<file path="config.mk">
export PLATFORM = sky130hd
export DESIGN_NAME = scdpm_core
export DESIGN_NICKNAME = d
export VERILOG_FILES = /design/src/core/scdpm_pkg.sv /design/src/core/scdpm_core.sv
export SDC_FILE = /design/constraint.sdc
export NUM_CORES = 1
export LEC_CHECK = 0
export BUFFER_PORTS_ARGS = -buffer_cell sky130_fd_sc_hd__buf_2
export CORE_MARGIN = 10
export CORE_UTILIZATION = 30
export DETAILED_ROUTE_END_ITERATION = 16
export GPL_ROUTABILITY_DRIVEN = 0
export HOLD_SLACK_MARGIN = 0.06
export PLACE_DENSITY = 0.53
export SKIP_CTS_REPAIR_TIMING = 1
export SYNTH_ARGS = -nofsm -noshare
export SYNTH_HDL_FRONTEND = slang
export SYNTH_SLANG_ARGS = --single-unit
</file>
<file path="constraint.sdc">
create_clock -name clk -period 5.6 [get_ports clk]
set_input_delay 1.12 -clock clk [delete_from_list [all_inputs] [get_ports clk]]
set_output_delay 1.12 -clock clk [all_outputs]
set_load 0.1 [all_outputs]
</file>
<file path="src/core/scdpm_pkg.sv">
// Purpose: Shared constants for the sample clock divider, delay and power-mode block
// Assumes: 8-bit registers on a 15-bit serial-port address space
// Notes: Two converter channels share one divider
package scdpm_pkg;
	localparam int NUM_CH = 2;
	localparam int CLK_HZ = 20000000;
	localparam int ADDR_W = 15;
	localparam int FRAME_BITS = 24;

	localparam logic [14:0] ADDR_CHAN_SEL = 15'h008;
	localparam logic [14:0] ADDR_PWR_MODE = 15'h03F;
	localparam logic [14:0] ADDR_PIN_CFG = 15'h040;
	localparam logic [14:0] ADDR_DIV_RATIO = 15'h10B;
	localparam logic [14:0] ADDR_HALF_DLY = 15'h10C;
	localparam logic [14:0] ADDR_DIV_SYNC = 15'h10D;
	localparam logic [14:0] ADDR_FINE_EN = 15'h117;
	localparam logic [14:0] ADDR_FINE_VAL = 15'h118;
	localparam logic [14:0] ADDR_LOW_POWER_HOLD_FUNCTION_OUT = 15'h571;

	localparam logic [7:0] REG_RST = 8'h00;
	localparam logic [7:0] CHAN_SEL_RST = 8'h03;

	// Field positions
	localparam int SYNC_EN_BIT = 7;
	localparam int FINE_EN_BIT = 0;
	localparam int HALF_DLY_BIT = 0;
	localparam int LOW_POWER_HOLD_FUNCTION_K_BIT = 7;
	localparam int PIN_FUNC_BIT = 6;
	localparam int RW_BIT = 15;

	// Power mode field in the low two bits of the power mode register
	localparam logic [1:0] PMODE_NORMAL = 2'h0;
	localparam logic [1:0] PMODE_STANDBY = 2'h2;
	localparam logic [1:0] PMODE_OFF = 2'h3;

	// Divide ratio code in the low two bits: 1, 2, 4, 8
	localparam logic [2:0] HALF_LIM_DIV1 = 3'h0;
	localparam logic [2:0] HALF_LIM_DIV2 = 3'h1;
	localparam logic [2:0] HALF_LIM_DIV4 = 3'h3;
	localparam logic [2:0] HALF_LIM_DIV8 = 3'h7;

	// Fine delay span, in femtoseconds
	localparam int FINE_MIN_FS = -151700;
	localparam int FINE_MAX_FS = 150000;
	localparam int FINE_STEP_FS = 1700;

	localparam logic [4:0] BIT_CNT_INSTR = 5'h10;
	localparam logic [4:0] BIT_CNT_LAST = 5'h17;
endpackage

</file>
<file path="src/core/scdpm_core.sv">
// Purpose: Sample clock divider with resync, per-channel delays and power modes
// Assumes: Each clk edge stands for one half period of the converter input clock
// Notes: Registers reached over a three-wire serial port sampled on clk
`timescale 1ns/1ps
module scdpm_core (
	input wire logic clk,
	input wire logic rst,
	input wire logic sysref,
	input wire logic power_control_pin,
	input wire logic spi_cs_n,
	input wire logic spi_sclk,
	input wire logic spi_sdio_i,
	output logic spi_sdio_o,
	output logic spi_sdio_oe,
	output logic [scdpm_pkg::NUM_CH-1:0] sample_clk,
	output logic [scdpm_pkg::NUM_CH-1:0] sample_take,
	output logic [scdpm_pkg::NUM_CH-1:0] fine_delay_on,
	output logic [7:0] fine_delay_code_a,
	output logic [7:0] fine_delay_code_b,
	output logic [scdpm_pkg::NUM_CH-1:0] datapath_reset,
	output logic full_power_off_function,
	output logic low_power_hold_function,
	output logic link_run,
	output logic link_send_zero,
	output logic link_send_k
);
	import scdpm_pkg::*;

	// Serial port
	logic sclk_prev_q;
	logic sysref_prev_q;
	logic [4:0] bit_cnt_q;
	logic [FRAME_BITS-2:0] shift_q;
	logic rd_q;
	logic [7:0] rd_shift_q;
	logic sdio_o_q;
	logic sdio_oe_q;

	// Register file
	logic [7:0] chan_sel_q;
	logic [7:0] pwr_mode_q;
	logic [7:0] pin_cfg_q;
	logic [7:0] div_ratio_q;
	logic [7:0] div_sync_q;
	logic [7:0] low_power_hold_function_out_q;
	logic [7:0] half_dly_q [NUM_CH];
	logic [7:0] fine_en_q [NUM_CH];
	logic [7:0] fine_val_q [NUM_CH];

	// Divider
	logic [2:0] cnt_q;
	logic div_clk_q;
	logic div_dly_q;
	logic pend_q;
	logic [NUM_CH-1:0] samp_q;
	logic [NUM_CH-1:0] take_q;
	logic [NUM_CH-1:0] dp_rst_q;

	// Power and link
	logic pd_q;
	logic sb_q;
	logic run_q;
	logic zero_q;
	logic k_q;

	wire sclk_rise = spi_sclk & ~sclk_prev_q;
	wire sclk_fall = ~spi_sclk & sclk_prev_q;
	wire last_bit = sclk_rise && (bit_cnt_q == BIT_CNT_LAST);
	wire wr_fire = !spi_cs_n && last_bit && !shift_q[FRAME_BITS-2];
	wire [ADDR_W-1:0] wr_addr = shift_q[FRAME_BITS-3:7];
	wire [7:0] wr_data = {shift_q[6:0], spi_sdio_i};
	wire instr_done = !spi_cs_n && sclk_fall && (bit_cnt_q == BIT_CNT_INSTR);
	wire data_phase = !spi_cs_n && sclk_fall && (bit_cnt_q > BIT_CNT_INSTR) && rd_q;
	wire [ADDR_W-1:0] rd_addr = shift_q[ADDR_W-1:0];

	// Local reads come from the lowest selected channel
	wire rd_ch = ~chan_sel_q[0];

	wire wr_chan_sel = wr_fire && (wr_addr == ADDR_CHAN_SEL);
	wire wr_pwr_mode = wr_fire && (wr_addr == ADDR_PWR_MODE);
	wire wr_pin_cfg = wr_fire && (wr_addr == ADDR_PIN_CFG);
	wire wr_div_ratio = wr_fire && (wr_addr == ADDR_DIV_RATIO);
	wire wr_half_dly = wr_fire && (wr_addr == ADDR_HALF_DLY);
	wire wr_div_sync = wr_fire && (wr_addr == ADDR_DIV_SYNC);
	wire wr_fine_en = wr_fire && (wr_addr == ADDR_FINE_EN);
	wire wr_fine_val = wr_fire && (wr_addr == ADDR_FINE_VAL);
	wire wr_low_power_hold_function_out = wr_fire && (wr_addr == ADDR_LOW_POWER_HOLD_FUNCTION_OUT);

	wire [7:0] rd_data =
		(rd_addr == ADDR_CHAN_SEL) ? chan_sel_q :
		(rd_addr == ADDR_PWR_MODE) ? pwr_mode_q :
		(rd_addr == ADDR_PIN_CFG) ? pin_cfg_q :
		(rd_addr == ADDR_DIV_RATIO) ? div_ratio_q :
		(rd_addr == ADDR_HALF_DLY) ? half_dly_q[rd_ch] :
		(rd_addr == ADDR_DIV_SYNC) ? div_sync_q :
		(rd_addr == ADDR_FINE_EN) ? fine_en_q[rd_ch] :
		(rd_addr == ADDR_FINE_VAL) ? fine_val_q[rd_ch] :
		(rd_addr == ADDR_LOW_POWER_HOLD_FUNCTION_OUT) ? low_power_hold_function_out_q : REG_RST;

	// Half-phase limit per ratio; a toggle every limit+1 half periods keeps 50% duty
	wire [2:0] half_lim =
		(div_ratio_q[1:0] == 2'h0) ? HALF_LIM_DIV1 :
		(div_ratio_q[1:0] == 2'h1) ? HALF_LIM_DIV2 :
		(div_ratio_q[1:0] == 2'h2) ? HALF_LIM_DIV4 : HALF_LIM_DIV8;
	wire phase_end = (cnt_q >= half_lim);

	wire sync_evt = div_sync_q[SYNC_EN_BIT] && sysref && !sysref_prev_q;
	// A new ratio restarts the divider the same way a sync event does
	wire restart_evt = sync_evt || wr_div_ratio;

	wire pin_as_standby = pin_cfg_q[PIN_FUNC_BIT];
	wire pd_req = (pwr_mode_q[1:0] == PMODE_OFF) ||
		(power_control_pin && !pin_as_standby);
	wire sb_req = !pd_req && ((pwr_mode_q[1:0] == PMODE_STANDBY) ||
		(power_control_pin && pin_as_standby));

	always_ff @(posedge clk) begin
		if (rst) begin
			sclk_prev_q <= 1'b0;
			sysref_prev_q <= 1'b0;
		end else begin
			sclk_prev_q <= spi_sclk;
			sysref_prev_q <= sysref;
		end
	end

	always_ff @(posedge clk) begin
		if (rst || spi_cs_n) begin
			bit_cnt_q <= 5'h00;
			shift_q <= '0;
		end else if (sclk_rise) begin
			bit_cnt_q <= bit_cnt_q + 5'h01;
			shift_q <= {shift_q[FRAME_BITS-3:0], spi_sdio_i};
		end
	end

	// Read data leaves on falling sclk so the host can sample it on the rising edge
	always_ff @(posedge clk) begin
		if (rst || spi_cs_n) begin
			rd_q <= 1'b0;
			rd_shift_q <= 8'h00;
			sdio_o_q <= 1'b0;
			sdio_oe_q <= 1'b0;
		end else if (instr_done) begin
			rd_q <= shift_q[RW_BIT];
			rd_shift_q <= {rd_data[6:0], 1'b0};
			sdio_o_q <= rd_data[7];
			sdio_oe_q <= shift_q[RW_BIT];
		end else if (data_phase) begin
			rd_shift_q <= {rd_shift_q[6:0], 1'b0};
			sdio_o_q <= rd_shift_q[7];
		end
	end

	always_ff @(posedge clk) begin
		if (rst) begin
			chan_sel_q <= CHAN_SEL_RST;
			pwr_mode_q <= REG_RST;
			pin_cfg_q <= REG_RST;
			div_ratio_q <= REG_RST;
			div_sync_q <= REG_RST;
			low_power_hold_function_out_q <= REG_RST;
		end else begin
			if (wr_chan_sel)
				chan_sel_q <= wr_data;
			if (wr_pwr_mode)
				pwr_mode_q <= wr_data;
			if (wr_pin_cfg)
				pin_cfg_q <= wr_data;
			if (wr_div_ratio)
				div_ratio_q <= wr_data;
			if (wr_div_sync)
				div_sync_q <= wr_data;
			if (wr_low_power_hold_function_out)
				low_power_hold_function_out_q <= wr_data;
		end
	end

	// Restart only while low, so a sync never cuts the high phase in flight short; a new ratio applies to it at once
	always_ff @(posedge clk) begin
		if (rst || pd_req) begin
			cnt_q <= 3'h0;
			div_clk_q <= 1'b0;
			pend_q <= 1'b0;
		end else if ((restart_evt || pend_q) && !div_clk_q) begin
			cnt_q <= 3'h0;
			pend_q <= 1'b0;
		end else begin
			pend_q <= pend_q || restart_evt;
			if (phase_end) begin
				cnt_q <= 3'h0;
				div_clk_q <= ~div_clk_q;
			end else begin
				cnt_q <= cnt_q + 3'h1;
			end
		end
	end

	always_ff @(posedge clk) begin
		if (rst)
			div_dly_q <= 1'b0;
		else
			div_dly_q <= div_clk_q;
	end

	genvar ch;
	generate
		for (ch = 0; ch < NUM_CH; ch++) begin : g_ch
			wire sel = chan_sel_q[ch];
			wire fine_rise = wr_fine_en && sel && wr_data[FINE_EN_BIT] &&
				!fine_en_q[ch][FINE_EN_BIT];
			wire samp_d = half_dly_q[ch][HALF_DLY_BIT] ? div_dly_q : div_clk_q;

			always_ff @(posedge clk) begin
				if (rst) begin
					half_dly_q[ch] <= REG_RST;
					fine_en_q[ch] <= REG_RST;
					fine_val_q[ch] <= REG_RST;
				end else begin
					if (wr_half_dly && sel)
						half_dly_q[ch] <= wr_data;
					if (wr_fine_en && sel)
						fine_en_q[ch] <= wr_data;
					if (wr_fine_val && sel)
						fine_val_q[ch] <= wr_data;
				end
			end

			always_ff @(posedge clk) begin
				if (rst) begin
					samp_q[ch] <= 1'b0;
					take_q[ch] <= 1'b0;
					dp_rst_q[ch] <= 1'b0;
				end else begin
					samp_q[ch] <= samp_d;
					take_q[ch] <= samp_d && !samp_q[ch];
					dp_rst_q[ch] <= fine_rise;
				end
			end
		end
	endgenerate

	always_ff @(posedge clk) begin
		if (rst) begin
			pd_q <= 1'b0;
			sb_q <= 1'b0;
			run_q <= 1'b0;
			zero_q <= 1'b0;
			k_q <= 1'b0;
		end else begin
			pd_q <= pd_req;
			sb_q <= sb_req;
			run_q <= !pd_req;
			zero_q <= sb_req && !low_power_hold_function_out_q[LOW_POWER_HOLD_FUNCTION_K_BIT];
			k_q <= sb_req && low_power_hold_function_out_q[LOW_POWER_HOLD_FUNCTION_K_BIT];
		end
	end

	assign spi_sdio_o = sdio_o_q;
	assign spi_sdio_oe = sdio_oe_q;
	assign sample_clk = samp_q;
	assign sample_take = take_q;
	// Enable and code are live flops: no trigger is needed to apply them
	assign fine_delay_on = {fine_en_q[1][FINE_EN_BIT], fine_en_q[0][FINE_EN_BIT]};
	// Code maps to the analog delay line: code times the step from the negative end
	assign fine_delay_code_a = fine_val_q[0];
	assign fine_delay_code_b = fine_val_q[1];
	assign datapath_reset = dp_rst_q;
	assign full_power_off_function = pd_q;
	assign low_power_hold_function = sb_q;
	assign link_run = run_q;
	assign link_send_zero = zero_q;
	assign link_send_k = k_q;
endmodule

</file>
Word-level counts from Yosys, hierarchy flattened
Memories as Yosys holds them, arrays and structs flattened. Index checks and enable logic that the tools add are counted.

Bits in registers: 104. RAM bits: 48. Logic and storage cells: 174. Memories kept: 3.

Memories: fine_en_q (depth 2, bits a word 8, read ports 3, clocked after Yosys merged registers in 0, write ports 2, RTL line scdpm_core.sv:47) `logic [7:0] fine_en_q [NUM_CH];`; fine_val_q (depth 2, bits a word 8, read ports 3, clocked after Yosys merged registers in 0, write ports 2, RTL line scdpm_core.sv:48) `logic [7:0] fine_val_q [NUM_CH];`; half_dly_q (depth 2, bits a word 8, read ports 3, clocked after Yosys merged registers in 0, write ports 2, RTL line scdpm_core.sv:46) `logic [7:0] half_dly_q [NUM_CH];`.

Add/subtract/negate cells: 2. Magnitude comparators: 2. Equality and inequality tests: 24. Muxes and demuxes: 44. Bitwise operators: 13. Reductions and logical operators: 58.

Operators by type and width (count): 15-bit by 9-bit equality test with 1-bit output, second input constant (10); 8-bit two-way mux (17); 1-bit logical AND (36); 15-bit by 11-bit equality test with 1-bit output, second input constant (2); 15-bit by 4-bit equality test with 1-bit output, second input constant (2); 15-bit by 6-bit equality test with 1-bit output, second input constant (2); 15-bit by 7-bit equality test with 1-bit output, second input constant (2); 1-bit two-way mux (24); 1-bit logical NOT (11); 5-bit equality test, second input constant (2); 3-bit two-way mux (3); 2-bit equality test, second input constant (3); 1-bit logical OR (6); 1-bit OR (6); 5-bit by 1-bit adder with 5-bit output, second input constant (1); 5-bit greater-than comparator, second input constant (1); 1-bit NOT (5); 3-bit by 1-bit adder with 3-bit output, second input constant (1); 3-bit >= comparator (1); 3-bit OR reduction (1); 1-bit bitwise AND (2); 2-bit by 1-bit equality test with 1-bit output, second input constant (1); 2-bit logical NOT (1); 2-bit AND reduction (1); other kinds (2) (2).

Logic depth before layout (Yosys ltp)
Word-level depth: 11. Gate-level depth with buffers: 8. Gate-level depth less buffers: 7.

Least setup slack after synthesis
Ideal clock, no wire load.

Path kind: input to register. Start point: in spi_cs_n. End point: mem fine_val_q[0][0] (enable). Arrival: 2.516 ns. Data required time: 5.225 ns. Path slack: 2.709 ns. Cell stages on the path: 5. Path buffers: 1. Cell sequence: nor4b_2 -> nand4_1 -> nand2b_1 -> clkbuf_1 -> o21bai_1.

RTL lines: start: declaration (RTL line scdpm_core.sv:10) `input wire logic spi_cs_n,`; end: declaration (RTL line scdpm_core.sv:48).

==> flow_summary.ini <==
[die]
core_area_um2 = 22780
die_y_um = 172.5
core.rowCount = 55
dieWidth_um = 172.5
start_util = 0.3065
dieArea_um2 = 29770
pin_count = 38

[synthesis]
ys_warn_count = 0
synthTopCellsByArea = dfxtp_1 30%, edfxtp_1 21%, mux2i_1 8.5%
ys.flop_type = dfxtp_1
yosys.area.top_type = dfxtp_1
synth-seq-area-share = 0.5047
ys_async_sr_fraction = 0
netlist_area_um2 = 6980
ys_top_cells_by_count = 104 x dfxtp_1, 68 x nor2_1, 65 x nand2_1
synth_top_area_share = 0.2983
synth_fp_nets = 696
syn_avg_cell_area_um2 = 10.22
ys_ff_latch = 152
synth_edf_count = 48
synthCells = 683
yosys.cell_count.top_type = dfxtp_1
ys_types = 64

[clock_network]
cts_buffers = 17
ctsHtreeMaxLevel = 4
clk_path_buf_depth = 2
cts_tree = yes
clk_pin_slew_ns = 0.07
worst_skew_pair.late_latency_ns = 0.44
cts.sinks = 152
root_buffer = clkbuf_16

[sta]
maxSlewHeadroom = 0.2615
slew_violations = 0
final_hold_viol_count = 0
min_period_over_period = 0.5452
worstMarginPinSlew_ns = 1.092
rsz0062_at_grt = no
finalClockSkew_ns = 0.01337
period_minus_slack_ns = 3.053
holdWs_ns = 0.4094
fmax_mhz = 327.6
fin_setup_tns_ns = 0
setup_viol = 0

[worst_setup_path]
path_cells = buf_2 -> nor4b_2 -> nand4_1 -> nand2b_1 -> o21bai_1
cp.arrival_ns = 3.12
r2r-start = shift_q[6]$_SDFFE_PP0N_
worst-path-stages = 5
end_kind = flop
crit_type = in2reg
reg2regPathDepth = 5
crit_fanout = 10
path_buf_inv = 1
startpoint_type = primary input
startpoint = spi_cs_n
crit_family = simple AND/OR/NAND/NOR gates
crit_slowest_cell = o21bai_1
critPathMaxStageDelay_ns = 0.70
crit_required_ns = 5.67

[drt]
drc = 0
dr.pass1.iters = 5
wl_met3_um = 864
wl_mm = 18.78
wl_per_cell_um = 18.36
vias_per_cell = 4.887
wl_met1_mm = 9.098
drt_iter0_markers = 340
vias = 4999
drtAntennaViolNets = 0
routed.top_layer = met4
wl_met2_mm = 8.527

[layout]
utilization = 0.3495
area_growth_pct = 14.03
diodes = 0
n_fill_cell = 2316
layout-drive-gt1-share = 0.1620
num-nets-final = 710

[place]
io_buffers = 37
detailed_place_hpwl_mm = 12.56

[worst_hold_path]
whs_path_depth = 1
hold_class = reg2reg
worstHoldStart = sample_clk[1]$_SDFF_PP0_

[pwr]
p_leak_nw = 2.906
ir_worst_vdd_mv = 0.1849
powerDensity_nw_per_um2 = 304.8

[outcome]
status = finished clean

[global_routing]
grt.total_usage = 0.1252
grt-ovfl-total = 0
grt_max_degree = 38
grt_pass1_vias = 4947
antenna_found_initial = 0
grt_first_pass_wirelength_mm = 29.26

[flow_run]
drv_cap = 0
-- cell families (layout without fill, tap and decap cells) --
| kind of cell | Yosys count | in the layout | share of synthesized area |
|---|---|---|---|
| AO/OA/AOI/OAI | 108 | 108 | 0.1040 |
| adder cells (fa/ha/maj) | 6 | 6 | 0.01075 |
| buffers and inverters | 61 | 88 | 0.03997 |
| flip-flops | 152 | 152 | 0.5048 |
| AND/OR/NAND/NOR | 278 | 278 | 0.2271 |
| multiplexers | 73 | 73 | 0.1072 |
| XOR/XNOR | 5 | 5 | 0.006273 |
-- flip-flops by register name, indices dropped and copies added (netlist names), 2 cells and up --
name / cells
pin_cfg_q: 8
datapath_reset: 2
cnt_q: 3
shift_q: 23
div_ratio_q: 8
pwr_mode_q: 8
low_power_hold_function_out_q: 8
bit_cnt_q: 5
sample_take: 2
div_sync_q: 8
chan_sel_q: 8
half_dly_q: 16
rd_shift_q: 7
fine_en_q: 16
fine_val_q: 16
sample_clk: 2
-- stage by stage --
| stage | setup slack [ns] | instances | cell area [um2] | power, mW |
|---|---|---|---|---|
| after floorplan | 2.709 | 683 | 6980 | 1.296 |
| after global placement | 2.078 | 991 | 7393 | 1.329 |
| after detailed placement | 2.043 | 991 | 7393 | 1.329 |
| after CTS | 2.491 | 1023 | 7960 | 2.450 |
| after global routing | 2.269 | 1023 | 7960 | 2.496 |
| final | 2.547 | 1023 | 7960 | 2.426 |
-- cells in the final DEF (no fill, tap or decap), types with 12 or more instances in the layout --
cell type    n
o22ai_1     12
mux2i_1     59
a22oi_1     20
mux2_2      14
clkbuf_16   17
nor2_1      68
dfxtp_1    104
nor3_1      14
a21oi_1     29
buf_2       37
edfxtp_1    48
and2_1      51
nand2_1     65
-- metal layers --
| layer | GRT usage | vias up |
|---|---|---|
| met5 | 0 | - |
| met4 | 0.04458 | 0 |
| met3 | 0.03245 | 20 |
| met2 | 0.1926 | 89 |
| met1 | 0.1657 | 2418 |
| li1 | - | 2472 |
-- cell type report --
class	count	area, um2	area share
Inverter	9	33.78	0.004244
Clock buffer	17	425.4	0.05344
Timing Repair Buffer	47	260.3	0.03269
Clock inverter	15	141.4	0.01776
Sequential cell	152	3523	0.4426
Tap cell	313	391.6	0.04920
Multi-Input combinational cell	470	3184	0.4000
-- final timing paths --
path / end / slack, ns
worst max-delay path: fine_val_q[0][6]$_SDFFCE_PN0P_ / 2.55
worst min-delay path: sample_take[1]$_SDFF_PP0_ / 0.41
worst max register to register: rd_shift_q[2]$_SDFFE_PP0P_ / 2.67
worst min register to register: sample_take[1]$_SDFF_PP0_ / 0.41
-- worst reg2reg max path: stages, from the launching register on --
cell and delay, ns:
dfxtp_1 0.82, or4b_2 0.73, nor4_2 0.77, a222oi_1 0.27, nand3_1 0.16, o21a_1 0.12
-- power by group --
group,internal (mW),switching [mW]
registers,1.16,0.0113
logic,0.0211,0.114
clock network,0.621,0.502
Note: power is estimated with default switching activity, not from simulation.
